==> config.mk <==
export PLATFORM = sky130hd
export DESIGN_NAME = bms_buck_controller_mode_sequencer
export DESIGN_NICKNAME = d
export VERILOG_FILES = /design/src/rtl/bms_pkg.sv /design/src/rtl/bms_buck_controller_mode_sequencer.sv
export SDC_FILE = /design/constraint.sdc
export NUM_CORES = 1
export LEC_CHECK = 0
export ABC_CLOCK_PERIOD_IN_PS = 13600
export BUFFER_PORTS_ARGS = -buffer_cell sky130_fd_sc_hd__buf_2
export CORE_MARGIN = 4
export CORE_UTILIZATION = 35
export DETAILED_ROUTE_END_ITERATION = 8
export PLACE_DENSITY = 0.52
export SYNTH_ARGS = -nofsm -noshare
export SYNTH_HDL_FRONTEND = slang
export SYNTH_SLANG_ARGS = --single-unit
==> constraint.sdc <==
create_clock -name clk -period 13.6 [get_ports clk]
set_clock_uncertainty 0.15 [all_clocks]
set_input_delay 3.4 -clock clk [delete_from_list [all_inputs] [get_ports clk]]
set_output_delay 3.4 -clock clk [all_outputs]
set_load 0.01 [all_outputs]
==> src/rtl/bms_pkg.sv <==
// bms_pkg: constants, types and register map of the buck mode sequencer.
// assumes one 100 MHz clock; analog thresholds arrive as comparator flags.
package bms_pkg;

  // ----------------------------------------
  // timing
  // ----------------------------------------
  localparam int CLK_MHZ = 100;
  localparam int DEAD_NS = 20;
  localparam int DEAD_CYC = (DEAD_NS * CLK_MHZ + 999) / 1000;
  localparam int SYNC_MAX_KHZ = 2500;
  localparam int SYNC_MIN_CYC = (CLK_MHZ * 1000 + SYNC_MAX_KHZ - 1) / SYNC_MAX_KHZ;
  localparam int SYNC_TOL_PCT = 20;
  localparam int SYNC_LOCK_EDGES = 2;
  localparam int SLEEP_MISSES = 16;
  // cycles a drive-level flag needs to pass the input synchronisers
  localparam int FLAG_LAT = 4;
  localparam int RAMP_STEPS = 15;
  localparam logic [15:0] PERIOD_RST = 16'h01f4;
  localparam logic [7:0] DEAD_RST = 8'(DEAD_CYC);

  // ----------------------------------------
  // register map (byte addresses)
  // ----------------------------------------
  localparam logic [3:0] REG_CTRL = 4'h0;
  localparam logic [3:0] REG_PERIOD = 4'h4;
  localparam logic [3:0] REG_DEAD = 4'h8;
  localparam logic [3:0] REG_STATUS = 4'hc;
  localparam int CTRL_RUN_BIT = 0;
  localparam logic CTRL_RUN_RST = 1'b1;

  // ----------------------------------------
  // configuration select codes
  // ----------------------------------------
  localparam logic [2:0] CFG_P_NOSS_SINGLE = 3'h0;
  localparam logic [2:0] CFG_P_SS_SINGLE = 3'h1;
  localparam logic [2:0] CFG_P_NOSS_DUAL = 3'h2;
  localparam logic [2:0] CFG_P_SS_DUAL = 3'h3;
  localparam logic [2:0] CFG_SECONDARY = 3'h4;

  typedef struct packed {
    logic secondary;
    logic spread;
    logic dual;
  } bms_cfg_t;

  // comparator flags and pin levels from the analog front end
  typedef struct packed {
    logic gateSupplyOk;
    logic highDriveLow;
    logic lowDriveLow;
    logic overTemp;
    logic tempRecovered;
    logic reverseCurrent;
    logic minOffReached;
    logic modePinLevel;
    logic phaseClockIn;
    logic enablePin;
    logic preBias;
    logic pwmTrip;
    logic cycleDemand;
    logic cfgPinHigh;
    logic cfgPinLow;
    logic intCompDetected;
    logic outputOk;
    logic [2:0] cfgCode;
  } bms_pins_t;

  typedef enum logic [2:0] {
    GATE_OFF = 3'b000,
    GATE_LS_FALL = 3'b001,
    GATE_HS_ON = 3'b011,
    GATE_HS_FALL = 3'b010,
    GATE_LS_ON = 3'b110
  } bms_gate_t;

endpackage

==> src/rtl/bms_buck_controller_mode_sequencer.sv <==
// bms_buck_controller_mode_sequencer: gate sequencing, config latch, phase clock,
// light-load modes, sync lock and thermal sequence of a step-down controller.
// assumes comparator flags on pinsIn and an Avalon-MM master on the register port.
`timescale 1ns/10ps

// Summary of operation
// - high and low drive never on together
// - high off, wait level low, delay, low on
// - high on only after low level low
// - latch config at supply good, hold until loss
// - decode five config codes into mode bits
// - primary with spread refuses external sync
// - config pin then sets noise filter enable
// - secondary disables its error amplifier output
// - dual phase forbids internal compensation option
// - primary emits 180 degree clock, secondary follows
// - late sync locks after two clock cycles
// - pulse skipping stops the phase clock output
// - re-enable holds soft-start low, then restarts
// - sixteen missed cycles enter sleep, not forced
// - diode emulation cuts low drive on reverse
// - mode pin selects skip, forced or sync
// - pre-bias forces emulation, ramps to continuous
// - sync followed within 20 percent, 2.5 MHz
// - minimum off time ignores sync, stretches cycle
// - over-temperature shuts down, restarts with hysteresis
module bms_buck_controller_mode_sequencer (
  input wire logic clk,
  input wire logic rst_n,
  input wire bms_pkg::bms_pins_t pinsIn,
  input wire logic [3:0] avAddress,
  input wire logic avRead,
  input wire logic avWrite,
  input wire logic [31:0] avWritedata,
  output logic [31:0] avReaddata,
  output logic avWaitrequest,
  output logic highSideDrive,
  output logic lowSideDrive,
  output logic powerGoodPhaseOut,
  output logic powerGoodPhaseOe,
  output logic errAmpEnable,
  output logic intCompEnable,
  output logic activeNoiseFilter,
  output logic sleepState,
  output logic softStartHold,
  output logic gateRegEnable,
  output logic spreadEnable
);
  import bms_pkg::*;

  // ----------------------------------------
  // state
  // ----------------------------------------
  typedef struct packed {
    bms_pins_t sy1;
    bms_pins_t sy2;
    bms_pins_t sy3;
    bms_pins_t filt;
    logic modePrev;
    logic phasePrev;
    bms_gate_t gate;
    logic pendHs;
    logic [7:0] deadCnt;
    logic [2:0] settle;
    logic hsOut;
    logic lsOut;
    logic spreadOut;
    logic [15:0] cycCnt;
    logic [16:0] syncGap;
    logic [1:0] syncEdges;
    logic syncSeen;
    logic cfgLatched;
    bms_cfg_t cfg;
    logic noiseFilter;
    logic [4:0] missCnt;
    logic sleep;
    logic [3:0] rampCnt;
    logic [3:0] cycleIdx;
    logic thermalShut;
    logic pgOut;
    logic pgOe;
    logic errAmpEn;
    logic intCompEn;
    logic ssHold;
    logic gateRegEn;
    logic runCtrl;
    logic [15:0] period;
    logic [7:0] deadCfg;
    logic waitReq;
    logic [31:0] rdData;
  } bms_state_t;

  bms_state_t st;
  bms_state_t next_st;

  always_comb begin
    bms_pins_t f;
    bms_cfg_t dec;
    logic modeRise;
    logic phaseRise;
    logic syncLocked;
    logic syncAllowed;
    logic syncToggling;
    logic oscWrap;
    logic cycleStart;
    logic running;
    logic pulseSkipSel;
    logic rampDe;
    logic deActive;
    logic inRange;
    logic [20:0] gap5;
    logic [20:0] perLo;
    logic [20:0] perHi;
    logic [31:0] rdVal;
    f = st.filt;
    dec = '0;
    modeRise = 1'b0;
    phaseRise = 1'b0;
    syncLocked = 1'b0;
    syncAllowed = 1'b0;
    syncToggling = 1'b0;
    oscWrap = 1'b0;
    cycleStart = 1'b0;
    running = 1'b0;
    pulseSkipSel = 1'b0;
    rampDe = 1'b0;
    deActive = 1'b0;
    inRange = 1'b0;
    gap5 = '0;
    perLo = '0;
    perHi = '0;
    rdVal = '0;
    next_st = st;

    // ----------------------------------------
    // input synchronisers and agreement filter
    // ----------------------------------------
    next_st.sy1 = pinsIn;
    next_st.sy2 = st.sy1;
    next_st.sy3 = st.sy2;
    next_st.filt = (st.sy2 & st.sy3) | (st.filt & (st.sy2 | st.sy3));
    next_st.modePrev = f.modePinLevel;
    next_st.phasePrev = f.phaseClockIn;
    modeRise = f.modePinLevel & ~st.modePrev;
    phaseRise = f.phaseClockIn & ~st.phasePrev;

    // ----------------------------------------
    // configuration latch and noise filter enable
    // ----------------------------------------
    unique case (f.cfgCode)
      CFG_P_SS_SINGLE: dec = '{secondary: 1'b0, spread: 1'b1, dual: 1'b0};
      CFG_P_NOSS_DUAL: dec = '{secondary: 1'b0, spread: 1'b0, dual: 1'b1};
      CFG_P_SS_DUAL: dec = '{secondary: 1'b0, spread: 1'b1, dual: 1'b1};
      CFG_SECONDARY: dec = '{secondary: 1'b1, spread: 1'b0, dual: 1'b1};
      default: dec = '{secondary: 1'b0, spread: 1'b0, dual: 1'b0};
    endcase
    if (!f.gateSupplyOk) begin
      next_st.cfgLatched = 1'b0;
    end else if (!st.cfgLatched) begin
      next_st.cfgLatched = 1'b1;
      next_st.cfg = dec;
    end
    if (st.cfgLatched && f.cfgPinHigh) begin
      next_st.noiseFilter = 1'b1;
    end else if (!st.cfgLatched || f.cfgPinLow) begin
      next_st.noiseFilter = 1'b0;
    end
    next_st.errAmpEn = st.cfgLatched && !st.cfg.secondary;
    next_st.intCompEn = st.cfgLatched && !st.cfg.dual && f.intCompDetected;

    // ----------------------------------------
    // thermal sequence and run condition
    // ----------------------------------------
    if (f.overTemp) begin
      next_st.thermalShut = 1'b1;
    end else if (f.tempRecovered) begin
      next_st.thermalShut = 1'b0;
    end
    next_st.gateRegEn = !st.thermalShut;
    running = st.cfgLatched && f.enablePin && st.runCtrl && !st.thermalShut;
    next_st.ssHold = !running;

    // ----------------------------------------
    // external sync detection and lock
    // ----------------------------------------
    gap5 = 21'(st.syncGap) * 21'd5;
    perLo = 21'(st.period) * 21'(100 - SYNC_TOL_PCT) / 21'd20;
    perHi = 21'(st.period) * 21'(100 + SYNC_TOL_PCT) / 21'd20;
    inRange = (gap5 >= perLo) && (gap5 <= perHi) && (st.syncGap >= 17'(SYNC_MIN_CYC));
    if (modeRise) begin
      next_st.syncGap = '0;
      next_st.syncSeen = 1'b1;
      if (inRange && st.syncSeen) begin
        if (st.syncEdges != 2'(SYNC_LOCK_EDGES)) begin
          next_st.syncEdges = st.syncEdges + 2'd1;
        end
      end else begin
        next_st.syncEdges = '0;
      end
    end else if (st.syncGap > {st.period, 1'b0}) begin
      next_st.syncSeen = 1'b0;
      next_st.syncEdges = '0;
    end else begin
      next_st.syncGap = st.syncGap + 17'd1;
    end
    syncToggling = st.syncSeen;
    syncAllowed = !(!st.cfg.secondary && st.cfg.spread);
    syncLocked = (st.syncEdges == 2'(SYNC_LOCK_EDGES)) && syncAllowed;
    pulseSkipSel = !syncToggling && f.modePinLevel;

    // ----------------------------------------
    // switching cycle source
    // ----------------------------------------
    oscWrap = (st.cycCnt >= st.period - 16'd1) && !f.minOffReached;
    if (st.cfg.secondary) begin
      cycleStart = phaseRise;
    end else if (syncLocked && syncAllowed && !f.minOffReached) begin
      cycleStart = modeRise;
    end else begin
      cycleStart = oscWrap;
    end
    if (cycleStart) begin
      next_st.cycCnt = '0;
      next_st.cycleIdx = st.cycleIdx + 4'd1;
    end else if (st.cycCnt != 16'hffff) begin
      next_st.cycCnt = st.cycCnt + 16'd1;
    end

    // ----------------------------------------
    // diode emulation, pre-bias ramp, sleep
    // ----------------------------------------
    if (f.preBias || !running) begin
      next_st.rampCnt = '0;
    end else if (cycleStart && st.rampCnt != 4'(RAMP_STEPS)) begin
      next_st.rampCnt = st.rampCnt + 4'd1;
    end
    rampDe = (st.rampCnt != 4'(RAMP_STEPS)) && (st.cycleIdx >= st.rampCnt);
    deActive = pulseSkipSel || f.preBias || rampDe;
    if (!running || !deActive || f.cycleDemand) begin
      next_st.missCnt = '0;
    end else if (cycleStart && st.missCnt != 5'(SLEEP_MISSES)) begin
      next_st.missCnt = st.missCnt + 5'd1;
    end
    next_st.sleep = pulseSkipSel && running && (st.missCnt == 5'(SLEEP_MISSES))
      && !f.cycleDemand;

    // ----------------------------------------
    // adaptive dead-time gate sequencer
    // ----------------------------------------
    // a drive-level flag is stale until the synchronisers have seen the drive switch
    if (st.settle != 3'(FLAG_LAT)) begin
      next_st.settle = st.settle + 3'd1;
    end
    if (!running || st.sleep) begin
      next_st.gate = GATE_OFF;
      next_st.pendHs = 1'b0;
    end else begin
      unique case (st.gate)
        GATE_OFF: begin
          if (cycleStart && f.cycleDemand) begin
            next_st.pendHs = 1'b1;
            next_st.gate = GATE_LS_FALL;
            next_st.settle = '0;
          end
        end
        GATE_LS_FALL: begin
          if (f.lowDriveLow && st.settle == 3'(FLAG_LAT)) begin
            next_st.gate = st.pendHs ? GATE_HS_ON : GATE_OFF;
            next_st.pendHs = 1'b0;
          end
        end
        GATE_HS_ON: begin
          if (f.pwmTrip || cycleStart) begin
            next_st.gate = GATE_HS_FALL;
            next_st.deadCnt = '0;
            next_st.settle = '0;
          end
        end
        GATE_HS_FALL: begin
          if (f.highDriveLow && st.settle == 3'(FLAG_LAT)) begin
            if (st.deadCnt >= st.deadCfg) begin
              next_st.gate = GATE_LS_ON;
            end else begin
              next_st.deadCnt = st.deadCnt + 8'd1;
            end
          end
        end
        GATE_LS_ON: begin
          if (deActive && f.reverseCurrent) begin
            next_st.gate = GATE_LS_FALL;
            next_st.pendHs = 1'b0;
            next_st.settle = '0;
          end else if (cycleStart && f.cycleDemand) begin
            next_st.gate = GATE_LS_FALL;
            next_st.pendHs = 1'b1;
            next_st.settle = '0;
          end
        end
        default: next_st.gate = GATE_OFF;
      endcase
    end
    next_st.hsOut = (next_st.gate == GATE_HS_ON);
    next_st.lsOut = (next_st.gate == GATE_LS_ON);
    next_st.spreadOut = next_st.cfgLatched && next_st.cfg.spread && !next_st.cfg.secondary;

    // ----------------------------------------
    // power-good / phase clock pin
    // ----------------------------------------
    if (st.thermalShut || !st.cfgLatched) begin
      next_st.pgOut = 1'b0;
      next_st.pgOe = 1'b1;
    end else if (st.cfg.dual && !st.cfg.secondary) begin
      if (!running || (pulseSkipSel && (st.missCnt != 5'd0 || st.sleep))) begin
        next_st.pgOut = 1'b0;
        next_st.pgOe = 1'b0;
      end else begin
        next_st.pgOut = (st.cycCnt >= {1'b0, st.period[15:1]});
        next_st.pgOe = 1'b1;
      end
    end else begin
      next_st.pgOut = 1'b0;
      next_st.pgOe = !f.outputOk;
    end

    // ----------------------------------------
    // Avalon-MM slave
    // ----------------------------------------
    unique case (avAddress)
      REG_CTRL: rdVal = {31'h0, st.runCtrl};
      REG_PERIOD: rdVal = {16'h0, st.period};
      REG_DEAD: rdVal = {24'h0, st.deadCfg};
      REG_STATUS: rdVal = {15'h0, st.gate, st.missCnt, st.thermalShut, st.sleep,
        syncLocked, pulseSkipSel, st.noiseFilter, st.cfg, st.cfgLatched};
      default: rdVal = '0;
    endcase
    next_st.waitReq = !((avRead || avWrite) && st.waitReq);
    if (avRead && st.waitReq) begin
      next_st.rdData = rdVal;
    end
    if (avWrite && !st.waitReq) begin
      unique case (avAddress)
        REG_CTRL: next_st.runCtrl = avWritedata[CTRL_RUN_BIT];
        REG_PERIOD: next_st.period = avWritedata[15:0];
        REG_DEAD: next_st.deadCfg = avWritedata[7:0];
        default: next_st.runCtrl = st.runCtrl;
      endcase
    end
  end

  always_ff @(posedge clk) begin
    if (!rst_n) begin
      st <= '0;
      st.gate <= GATE_OFF;
      st.pgOe <= 1'b1;
      st.ssHold <= 1'b1;
      st.gateRegEn <= 1'b1;
      st.runCtrl <= CTRL_RUN_RST;
      st.period <= PERIOD_RST;
      st.deadCfg <= DEAD_RST;
      st.waitReq <= 1'b1;
    end else begin
      st <= next_st;
    end
  end

  // ----------------------------------------
  // outputs
  // ----------------------------------------
  assign highSideDrive = st.hsOut;
  assign lowSideDrive = st.lsOut;
  assign powerGoodPhaseOut = st.pgOut;
  assign powerGoodPhaseOe = st.pgOe;
  assign errAmpEnable = st.errAmpEn;
  assign intCompEnable = st.intCompEn;
  assign activeNoiseFilter = st.noiseFilter;
  assign sleepState = st.sleep;
  assign softStartHold = st.ssHold;
  assign gateRegEnable = st.gateRegEn;
  assign spreadEnable = st.spreadOut;
  assign avReaddata = st.rdData;
  assign avWaitrequest = st.waitReq;

endmodule // bms_buck_controller_mode_sequencer

==> results of run 1 <==
-- per-stage QoR --
step	hold WS [ns]	worst slack, ns	utilization, %	cell area [um2]
global route	0.293	-0.00409	40.1	21600
floorplan	0.232	2.03	-	19100
global placement	0.264	0.147	37.8	20400
detailed placement	0.268	-0.109	37.8	20400
finish	0.279	0.933	40.1	21600
CTS	0.280	0.169	39.4	21200
-- how the worst min path moves through the flow --
| stage | from | endpoint |
|---|---|---|
| 2_1_floorplan | st[64]$_SDFFE_PN0P_ | gateRegEnable$_SDFF_PN1_ |
| 3_3_place_gp | next_st[196]$_SDFF_PN0_ | next_st[176]$_SDFF_PN0_ |
| 3_5_place_dp | next_st[183]$_SDFF_PN0_ | next_st[163]$_SDFF_PN0_ |
| 4_1_cts | next_st[197]$_SDFF_PN0_ | next_st[177]$_SDFF_PN0_ |
| 5_1_grt | next_st[198]$_SDFF_PN0_ | next_st[178]$_SDFF_PN0_ |
| 6_report | next_st[197]$_SDFF_PN0_ | next_st[177]$_SDFF_PN0_ |
-- worst max-delay path, delay by kind of cell, from the launching register on --
family          cells  cell delay, ns
flops               1            0.47
xor+xnor            3            0.42
compound gates     21            5.23
simple gates       16            3.10
buf+inv             5            0.88
mux                 1            0.11
fa+ha+maj           6            2.24
-- power groups by stage --
stage	logic [mW]	clock network, mW	registers, mW
floorplan	0.979	0	0.630
global placement	1.24	0	0.632
detailed placement	1.27	0	0.632
CTS	1.28	0.725	0.619
global route	1.47	0.747	0.620
finish	1.32	0.708	0.619
-- area by class of cell --
| cell class | instances | area [um2] |
|---|---|---|
| diodes | 2 | 5.00 |
| clock buffers | 31 | 688 |
| clock inverters | 13 | 195 |
| fillers | 5447 | 32300 |
| inverters | 123 | 468 |
| multi-input cells | 1990 | 14100 |
| flip-flops and latches | 205 | 4110 |
| well taps | 696 | 871 |
| repair buffers | 173 | 1130 |
-- placed cells by master (no fill, tap or decap), types with 12 or more instances in the layout --
cell type | netlist | layout
nand2_1 | 222 | 222
ha_1 | 202 | 201
dfxtp_1 | 205 | 200
a21oi_1 | 186 | 183
nor2_1 | 183 | 181
o21ai_0 | 151 | 150
inv_1 | 118 | 117
buf_4 | 36 | 99
and2_1 | 91 | 91
buf_2 | 15 | 72
xnor2_1 | 68 | 67
nand3_1 | 66 | 65
nor3_1 | 63 | 63
a21o_1 | 51 | 51
xor2_1 | 47 | 47
nor2b_1 | 39 | 39
nand2b_1 | 35 | 35
nand4_1 | 33 | 33
o211ai_1 | 31 | 31
fa_1 | 31 | 31
a22oi_1 | 27 | 27
or3_1 | 26 | 26
clkbuf_16 | 0 | 25
mux2i_1 | 24 | 22
and3_1 | 21 | 21
o21a_1 | 21 | 21
nor4_1 | 22 | 20
a211oi_1 | 21 | 19
a31oi_1 | 19 | 16
o22ai_1 | 15 | 15
conb_1 | 1 | 15
o2111ai_1 | 16 | 14
o31ai_1 | 15 | 14
a21boi_0 | 16 | 14
a211o_1 | 13 | 12
-- cells in the mapped netlist (8+ instances only) --
master	count	share of area [%]
nor3b_1	10	0.39
and3_1	21	0.69
a211oi_1	21	0.83
clkbuf_1	75	1.5
a22oi_1	27	1.1
nand2_1	222	4.4
o211ai_1	31	1.2
o2111ai_1	16	0.74
nor2_1	183	3.6
a21oi_1	186	4.9
a211o_1	13	0.60
nand3_1	66	1.7
nand4_1	33	1.1
nand2b_1	35	1.1
a221oi_1	8	0.37
or2_2	9	0.30
nor4b_1	8	0.37
a31oi_1	19	0.62
and4_1	8	0.37
a21boi_0	16	0.63
o31ai_1	15	0.59
nor3_1	63	1.7
nor4_1	22	0.72
o21ai_1	8	0.21
o22ai_1	15	0.49
or3_1	26	0.85
ha_1	202	13
fa_1	31	3.3
xor2_1	47	2.2
a2111oi_0	9	0.41
nor2b_1	39	1.3
o221ai_1	9	0.41
o21ai_0	151	4.0
a21o_1	51	2.0
buf_2	15	0.39
mux2i_1	24	1.3
o21a_1	21	0.83
and2_1	91	3.0
xnor2_1	68	3.1
inv_1	118	2.3
buf_4	36	1.4
dfxtp_1	205	22
-- repair_timing --
item | CTS | global route
endpoints found under the setup margin | 2 | 2
gates cloned | 0 | 0
resized for setup | 2 | 63
buffers inserted | 0 | 11
pin swaps | 0 | 7
hold buffers | 0 | 0
-- cell families (layout without fill, tap and decap cells) --
family | count (synthesis) | count (layout) | synth area share (%)
AOI/OAI and AO/OA | 725 | 725 | 25.6
xor gates and xnor gates | 116 | 116 | 5.37
adders and majority gates | 239 | 239 | 16.8
buffers and inverters | 256 | 340 | 5.99
DFF | 205 | 205 | 21.5
muxes | 31 | 31 | 1.69
other | 1 | 17 | 0.0197
and+or+nand+nor | 864 | 864 | 22.9
-- layer usage --
metal | global-route usage (%) | share of wire [%]
met1 | 25.5 | 48
met2 | 31.1 | 47
met3 | 1.88 | 3.8
met4 | 3.10 | 1.5
met5 | 0 | 0.038
==> impl_results.md, run 1 <==
* Async set or reset register ratio after synthesis at 0%
* Total GRT Usage at 18.3%
* Clock Sinks at 205
* CP required at 13.91 ns
* Max incr delay on CP at 0.59 ns
* Dpl cells at 3176
* Fmax at 78.9 MHz
* Reg2reg start: st[42]$_SDFFE_PN0P_
* Vias in the first global route at 17000
* Clock Latency Late Sink at 0.53 ns
* Io pins at 104
* Number of synthesized flops with an enable pin at 0
* Final ANT Viol Nets at 0
* Hold Crit Depth at 1
* Max-Cap Viols at 0
* Crit path DAT at 12.98 ns
* Nature of the critical path endpoint: register
* CTS clock-pin slew for the worst setup and hold paths at 0.06 ns
* Max FFs per register at 134
* First-pass GRT wire length at 89900 um
* Via Count at 18100
* Clock power share at 26.8%
* Number of port buffers at 72
* Setup TNS at 0 ns
* Tcrit/Tclk final at 93.1%
* Status: complete, no violations
* Initial DRT Pass Iterations at 7
* Type of origin of the critical path: register
* Gate power share at 49.8%
* CP startpoint: st[42]$_SDFFE_PN0P_
* Fin cells at 3233
* Worst-margin pin slew at 1.24 ns
* R2r setup slk at 0.93 ns
* Post-Syn Area per Cell at 7.82 um2
* HP Class: register to register
* Worst Setup EP: st[85]$_SDFFE_PN0P_
* Detail Placement HPWL at 42000 um
* Max VDD drop at 0.000100 V
* DR iter-0 viols at 1375
* Synth cell types at 112
* Starting density of the core at 35.4%
* Rel. slew slack at 17.1%
* Die span in x at 241 um
* Clk root buf: clkbuf_16
* Top_reg_cell synth: dfxtp_1
* Grt total ovfl at 0
* Sw Share at 39.5%
* Total CTS buffers at 25
* Leak at 9.05 nW
* Synth warn at 0
* Vias/cell at 5.59
* Int Pwr at 1.60 mW
* H-tree levels at 1
* Final setup vio count at 0
* Crit Path Class: register to register
* Final min period at 12.67 ns
* CP max stage cell: or4_4
* CTS tree: yes
* R2r endpoint: st[85]$_SDFFE_PN0P_
* Pins Over Slew Limit at 0
* Clock Path Buffers at 3
* Share of post-route cells with drive strength above 1 at 12.6%
* Die extent in y at 241 um
* Initial antenna violation count at 4
* R2R cell count at 52
* Row count at 85
* Synthesized instance count at 2437
* Final nets at 2811
* Reg power frac at 23.4%
* P_sw at 1.05 mW
* Core ar. at 53900 um2
* CP Max Fanout at 14
* DR DRC count at 0
* Post-synthesis sequential area ratio at 21.5%
* Register bit count reported by yosys at 205
* RD Place Congestion at 0.866
* Drt total wl at 55400 um
* Layout overhead on the synthesized area at 13.4%
* Largest net degree at the start of global routing at 73
* Power Total at 2.64 mW
* Fin. Hold Viols at 0
* PwrDens at 122 nW/um2
* Most flops, register: st
* Die area at 58300 um2
* Post-Synthesis Cell Area at 19100 um2
* Wire per inst at 17.1 um
(Power assumes the default switching activity.)
==> run 2: changes to the inputs <==
--- a/config.mk
+++ b/config.mk
@@ -7,6 +7,7 @@
 export LEC_CHECK = 0
 export ABC_CLOCK_PERIOD_IN_PS = 13600
 export BUFFER_PORTS_ARGS = -buffer_cell sky130_fd_sc_hd__buf_2
+export CORE_ASPECT_RATIO = 0.5
 export CORE_MARGIN = 4
 export CORE_UTILIZATION = 35
 export DETAILED_ROUTE_END_ITERATION = 8
==> run 2 against run 1 <==
Cell count up 2.8%; critical path depth up 2; first-iteration DRC count down 9.7%; largest cell class unchanged; combinational power up 20%; sequential power about the same; wire length down 0.88%; clock power down 14%; fmax about the same; critical endpoint unchanged; register-to-register slack about the same; worst hold slack better by 0.0018 ns; die area up 0.39%; worst setup slack worse by 0.0053 ns; largest power group unchanged.
==> impl_results.md, run 2 (synthesis gave the netlist of run 1 again) <==
* Type of origin of the critical path: register (unchanged)
* Crit path DAT at 12.99 ns (was 12.98 ns)
* Max-Cap Viols at 0 (unchanged)
* Cts hold-fix bufs at 0 (unchanged)
* Grt total ovfl at 0 (unchanged)
* Fmax at 78.9 MHz (about the same)
* Max VDD drop at 0.000112 V (was 0.000100 V)
* Vias in the first global route at 16600 (was 17000)
* CP required at 13.91 ns (about the same)
* Layout overhead on the synthesized area at 15.8% (was 13.4%)
* Row count at 60 (was 85)
* Fin. Hold Viols at 0 (unchanged)
* Clk root buf: clkbuf_16 (unchanged)
* Leak at 9.38 nW (was 9.05 nW)
* Nature of the critical path endpoint: register (unchanged)
* Pins Over Slew Limit at 0 (unchanged)
* Rel. slew slack at 20.4% (was 17.1%)
* Crit Path Class: register to register (unchanged)
* PwrDens at 127 nW/um2 (was 122 nW/um2)
* Worst-margin pin slew at 1.19 ns (was 1.24 ns)
* Max incr delay on CP at 0.59 ns (about the same)
* CTS clock-pin slew for the worst setup and hold paths at 0.07 ns (was 0.06 ns)
* CTS tree: yes (unchanged)
* Clock Sinks at 205 (unchanged)
* Status: complete, no violations (unchanged)
* Most flops, register: st (unchanged)
* Dpl cells at 3279 (was 3176)
* Total GRT Usage at 18.1% (was 18.3%)
* DR DRC count at 0 (unchanged)
* Total CTS buffers at 22 (was 25)
* Drt total wl at 54900 um (was 55400 um)
* Via Count at 18100 (about the same)
* Initial DRT Pass Iterations at 5 (was 7)
* Starting density of the core at 35.4% (about the same)
* Final nets at 2891 (was 2811)
* Detail Placement HPWL at 42300 um (was 42000 um)
* Commonest non-fill, non-tap cell in the layout: nand2_1 (unchanged)
* H-tree levels at 1 (unchanged)
* Antenna Cells at 0 (was 2)
* HP Class: register to register (unchanged)
* Commonest non-fill, non-tap cells in the layout: nand2_1, ha_1, dfxtp_1 (unchanged)
* Clock Path Buffers at 3 (unchanged)
* Top Family by Delay on Critical Path: compound AO/OA/AOI/OAI gates (unchanged)
* Largest net degree at the start of global routing at 79 (was 73)
* Tcrit/Tclk final at 93.2% (was 93.1%)
* First-pass GRT wire length at 88900 um (was 89900 um)
* Final min period at 12.67 ns (about the same)
* Die span in x at 338 um (was 241 um)
* Max FFs per register at 134 (unchanged)
* Die extent in y at 173 um (was 241 um)
* Final setup vio count at 0 (unchanged)
* DR iter-0 viols at 1241 (was 1375)
* Vias/cell at 5.45 (was 5.59)
* Die area at 58500 um2 (was 58300 um2)
* Clock Latency Late Sink at 0.53 ns (about the same)
* CP Max Fanout at 7 (was 14)
* Fin cells at 3325 (was 3233)
* Setup slack after placement at 0.306 ns (was -0.109 ns)
* Io pins at 104 (unchanged)
* Core ar. at 53800 um2 (was 53900 um2)
* CP max stage cell: or4_4 (unchanged)
* Buf/Inv on CP at 6 (was 5)
* Share of post-route cells with drive strength above 1 at 14.5% (was 12.6%)
* Initial antenna violation count at 0 (was 4)
* Wire per inst at 16.5 um (was 17.1 um)
* Final Core Density at 41.0% (was 40.1%)
* Final ANT Viol Nets at 0 (unchanged)
* Number of port buffers at 72 (unchanged)
* RD Place Congestion at 0.884 (was 0.866)
* Setup ws final at 0.927 ns (was 0.933 ns)
## run 2: cell types whose count changed in the layout (fill, tap and decap cells not counted), sizes merged
cell      delta
buf         +83
inv          -1
diode        -2
clkbuf       +2
bufinv       -2
clkinvlp     -1
clkinv       -4
## run 2: worst register-to-register path: cells and delay by family, from the launching register on
family | cells | cell delay (ns)
xor gates and xnor gates | 1 | 0.08
AOI/OAI and AO/OA | 27 | 6.17
adders and majority gates | 5 | 1.77
and+or+nand+nor | 13 | 2.67
buffers and inverters | 6 | 0.95
muxes | 2 | 0.32
DFF | 1 | 0.49
## run 2: metal layers
metal  vias to the layer above  track usage (%)  part of all wire, %
met2                       395             28.6                   44
met5                         -                0                    0
met3                        44             1.48                  4.1
met1                      8508             27.3                   51
li1                       9159                -                    -
met4                         0             2.83                  1.2
## run 2: path summary, 6_finish.rpt
path,cells past startpoint,from,slack (ns),end
worst max register to register,54,st[46]$_SDFFE_PN1P_,0.93,st[85]$_SDFFE_PN0P_
worst min-delay path,1,next_st[196]$_SDFF_PN0_,0.28,next_st[176]$_SDFF_PN0_
worst min register to register,1,next_st[196]$_SDFF_PN0_,0.28,next_st[176]$_SDFF_PN0_
worst max-delay path,54,st[46]$_SDFFE_PN1P_,0.93,st[85]$_SDFFE_PN0P_
## run 2: cell type report
| type | count | area (um2) |
|---|---|---|
| Clock buffer | 33 | 632 |
| Clock inverter | 5 | 106 |
| Fill cell | 5502 | 31700 |
| Inverter | 123 | 468 |
| Multi-Input combinational cell | 1990 | 14100 |
| Sequential cell | 205 | 4110 |
| Tap cell | 713 | 892 |
| Timing Repair Buffer | 256 | 1780 |
## run 2: where the power goes
| part | leakage [nW] | internal, mW | switching [mW] |
|---|---|---|---|
| Clock | 0.352 | 0.362 | 0.250 |
| Sequential | 1.66 | 0.611 | 0.00763 |
| Combinational | 7.36 | 0.768 | 0.815 |
| Total | 9.38 | 1.74 | 1.07 |
## run 2: repair_timing
action                     CTS  global route
resized for setup            0            49
hold endpoints to repair     0             0
setup endpoints to repair    0             2
setup buffers                0             8
## run 2: metrics by stage
step	total power, mW	hold slack, ns	TNS, ns	cell area, um2
global placement	2.17	0.263	0	21100
floorplan	1.61	0.232	0	19100
global route	3.03	0.293	-0.0156	22100
CTS	2.82	0.284	0	21800
finish	2.81	0.281	0	22100
detailed placement	2.19	0.269	0	21100
==> run 3: changes to the inputs <==
--- a/config.mk
+++ b/config.mk
@@ -6,7 +6,8 @@
 export NUM_CORES = 1
 export LEC_CHECK = 0
 export ABC_CLOCK_PERIOD_IN_PS = 13600
-export BUFFER_PORTS_ARGS = -buffer_cell sky130_fd_sc_hd__buf_2
+export BUFFER_PORTS_ARGS = -buffer_cell sky130_fd_sc_hd__buf_4
+export CAP_MARGIN = 40
 export CORE_ASPECT_RATIO = 0.5
 export CORE_MARGIN = 4
 export CORE_UTILIZATION = 35
@@ -15,3 +16,4 @@
 export SYNTH_ARGS = -nofsm -noshare
 export SYNTH_HDL_FRONTEND = slang
 export SYNTH_SLANG_ARGS = --single-unit
+export TNS_END_PERCENT = 10
==> run 3 against run 2 <==
Critical path depth increased by 1; die area unchanged; sequential cell count unchanged; cell count increased by 0.48%; worst hold slack got worse by 0.0018 ns; sequential share of layout area decreased by 0.33 points; non-clock buffer count increased by 15; via count increased by 0.38%; core utilization increased by 0.81 points; sequential power about the same.
==> impl_results.md, run 3 (synthesis gave the netlist of run 1 again) <==
* DP Area at 21200 um2 (was 21100 um2)
* Total GRT Usage at 18.1% (about the same)
* Commonest non-fill, non-tap cells in the layout: buf_4, nand2_1, ha_1 (was nand2_1, ha_1, dfxtp_1)
* First-pass GRT wire length at 88900 um (about the same)
* CP Max Fanout at 9 (was 7)
* Grt total ovfl at 0 (unchanged)
* Fmax at 79.2 MHz (was 78.9 MHz)
* Crit path DAT at 12.92 ns (was 12.99 ns)
* Row count at 60 (unchanged)
* Core ar. at 53800 um2 (unchanged)
* Top Family by Delay on Critical Path: compound AO/OA/AOI/OAI gates (unchanged)
* Final nets at 2906 (was 2891)
* Final setup vio count at 0 (unchanged)
* Wire per inst at 16.4 um (was 16.5 um)
* Nature of the critical path endpoint: register (unchanged)
* Vias in the first global route at 16800 (was 16600)
* CTS clock-pin slew for the worst setup and hold paths at 0.06 ns (was 0.07 ns)
* Number of port buffers at 72 (unchanged)
* Setup ws final at 0.976 ns (was 0.927 ns)
* CTS tree: yes (unchanged)
* CP max stage cell: fa_1 (was or4_4)
* Io pins at 104 (unchanged)
* Commonest non-fill, non-tap cell in the layout: buf_4 (was nand2_1)
* Cell mode on critical path: buf_4
* Most flops, register: st (unchanged)
* Leak at 9.51 nW (was 9.38 nW)
* Final ANT Viol Nets at 0 (unchanged)
* RD Place Congestion at 0.856 (was 0.884)
* Via Count at 18200 (was 18100)
* Die span in x at 338 um (unchanged)
* Clock Latency Late Sink at 0.53 ns (about the same)
* Fin. Hold Viols at 0 (unchanged)
* Clock Sinks at 205 (unchanged)
* Sw Share at 37.9% (was 38.1%)
* Layout overhead on the synthesized area at 18.1% (was 15.8%)
* Clock Path Buffers at 3 (unchanged)
* Setup TNS at 0 ns (unchanged)
* Largest net degree at the start of global routing at 76 (was 79)
* Cts hold-fix bufs at 0 (unchanged)
* HP Class: register to register (unchanged)
* Buf/Inv on CP at 7 (was 6)
* Reg power frac at 22.0% (about the same)
* Worst-margin pin slew at 0.936 ns (was 1.19 ns)
* Max incr delay on CP at 0.50 ns (was 0.59 ns)
* Share of post-route cells with drive strength above 1 at 16.0% (was 14.5%)
* Final min period at 12.62 ns (was 12.67 ns)
* H-tree levels at 1 (unchanged)
* PwrDens at 125 nW/um2 (was 127 nW/um2)
* Design area at 22500 um2 (was 22100 um2)
* Die extent in y at 173 um (unchanged)
* Max VDD drop at 0.0000859 V (was 0.000112 V)
* Clock power share at 21.8% (about the same)
* DR iter-0 viols at 1242 (was 1241)
* Initial antenna violation count at 0 (unchanged)
* R2R cell count at 55 (was 54)
* P_sw at 1.07 mW (about the same)
* Setup repair after global routing missed its margin: false
* Hold Crit Depth at 1 (unchanged)
* CP required at 13.90 ns (was 13.91 ns)
* Final Core Density at 41.8% (was 41.0%)
* Initial DRT Pass Iterations at 7 (was 5)
* Type of origin of the critical path: register (unchanged)
* Max-Cap Viols at 0 (unchanged)
* Total CTS buffers at 22 (unchanged)
* Pins Over Slew Limit at 0 (unchanged)
* Antenna Cells at 0 (unchanged)
* Starting density of the core at 35.4% (unchanged)
* Crit Path Class: register to register (unchanged)
* Status: complete, no violations (unchanged)
* Rel. slew slack at 37.1% (was 20.4%)
* Detail Placement HPWL at 42300 um (about the same)
* DR DRC count at 0 (unchanged)
* Clk root buf: clkbuf_16 (unchanged)
* Vias/cell at 5.44 (was 5.45)
* Tcrit/Tclk final at 92.8% (was 93.2%)
* Setup slack after placement at 0.258 ns (was 0.306 ns)
* Die area at 58500 um2 (unchanged)
* Crit path depth at 55 (was 54)
* Int Pwr at 1.75 mW (was 1.74 mW)
* Gate power share at 56.2% (was 56.3%)
* Max FFs per register at 134 (unchanged)
* Filler cells at 5462 (was 5502)
* Drt total wl at 54700 um (was 54900 um)
-- run 3: changes by cell type in the layout (fill, tap and decap cells not counted), sizes merged --
cell / previous run / this run
clkinvlp: 2 / 3
clkbuf: 33 / 32
inv: 121 / 120
buf: 256 / 271
clkinv: 3 / 5
-- run 3: worst register-to-register path: cells and delay by family (launching register included) --
| kind | cells | cell delay [ns] |
|---|---|---|
| AND/OR/NAND/NOR | 14 | 2.26 |
| buffers and inverters | 7 | 1.22 |
| AO/OA/AOI/OAI | 26 | 6.13 |
| XOR/XNOR | 1 | 0.07 |
| adder cells (fa/ha/maj) | 6 | 2.14 |
| flip-flops | 1 | 0.48 |
| multiplexers | 1 | 0.12 |
-- run 3: final cells by class --
cell class,count,area (um2),share of cell area [%]
tap,713,892,3.96
inverter,123,472,2.10
timing repair buffer,271,2080,9.24
multi-input combinational,1990,14200,63.1
clock inverter,7,106,0.472
clock buffer,32,638,2.83
sequential,205,4120,18.3
-- run 3: path summary, 6_finish.rpt --
kind / to / from / slack [ns]
max: st[85]$_SDFFE_PN0P_ / st[42]$_SDFFE_PN0P_ / 0.98
min: next_st[178]$_SDFF_PN0_ / next_st[198]$_SDFF_PN0_ / 0.28
max reg2reg: st[85]$_SDFFE_PN0P_ / st[42]$_SDFFE_PN0P_ / 0.98
min reg2reg: next_st[178]$_SDFF_PN0_ / next_st[198]$_SDFF_PN0_ / 0.28
-- run 3: layer usage --
layer | wire length, um | vias up | global-route usage (%) | part of all wire (%)
met3 | 2310 | 53 | 1.67 | 4.2
met4 | 669 | 0 | 2.80 | 1.2
met1 | 28200 | 8524 | 27.5 | 52
met2 | 23500 | 381 | 28.2 | 43
li1 | - | 9216 | - | -
met5 | 0 | - | 0 | 0
-- run 3: stage by stage --
| step | instances | hold WS (ns) | power, mW |
|---|---|---|---|
| floorplan | 2451 | 0.232 | 1.61 |
| global placement | 3275 | 0.266 | 2.17 |
| detailed placement | 3280 | 0.269 | 2.18 |
| CTS | 3319 | 0.284 | 2.81 |
| global route | 3341 | 0.292 | 3.05 |
| finish | 3341 | 0.279 | 2.82 |
-- run 3: what timing repair did --
| item | CTS | global route |
|---|---|---|
| setup buffers | 0 | 22 |
| resized for setup | 0 | 87 |
| endpoints found under the setup margin | 0 | 2 |
-- run 3: power groups by stage --
stage | clock [mW] | combinational, mW | sequential, mW
4_1_cts | 0.634 | 1.56 | 0.619
3_3_place_gp | 0 | 1.54 | 0.632
5_1_grt | 0.662 | 1.77 | 0.620
2_1_floorplan | 0 | 0.979 | 0.630
6_report | 0.615 | 1.58 | 0.619
3_5_place_dp | 0 | 1.55 | 0.632
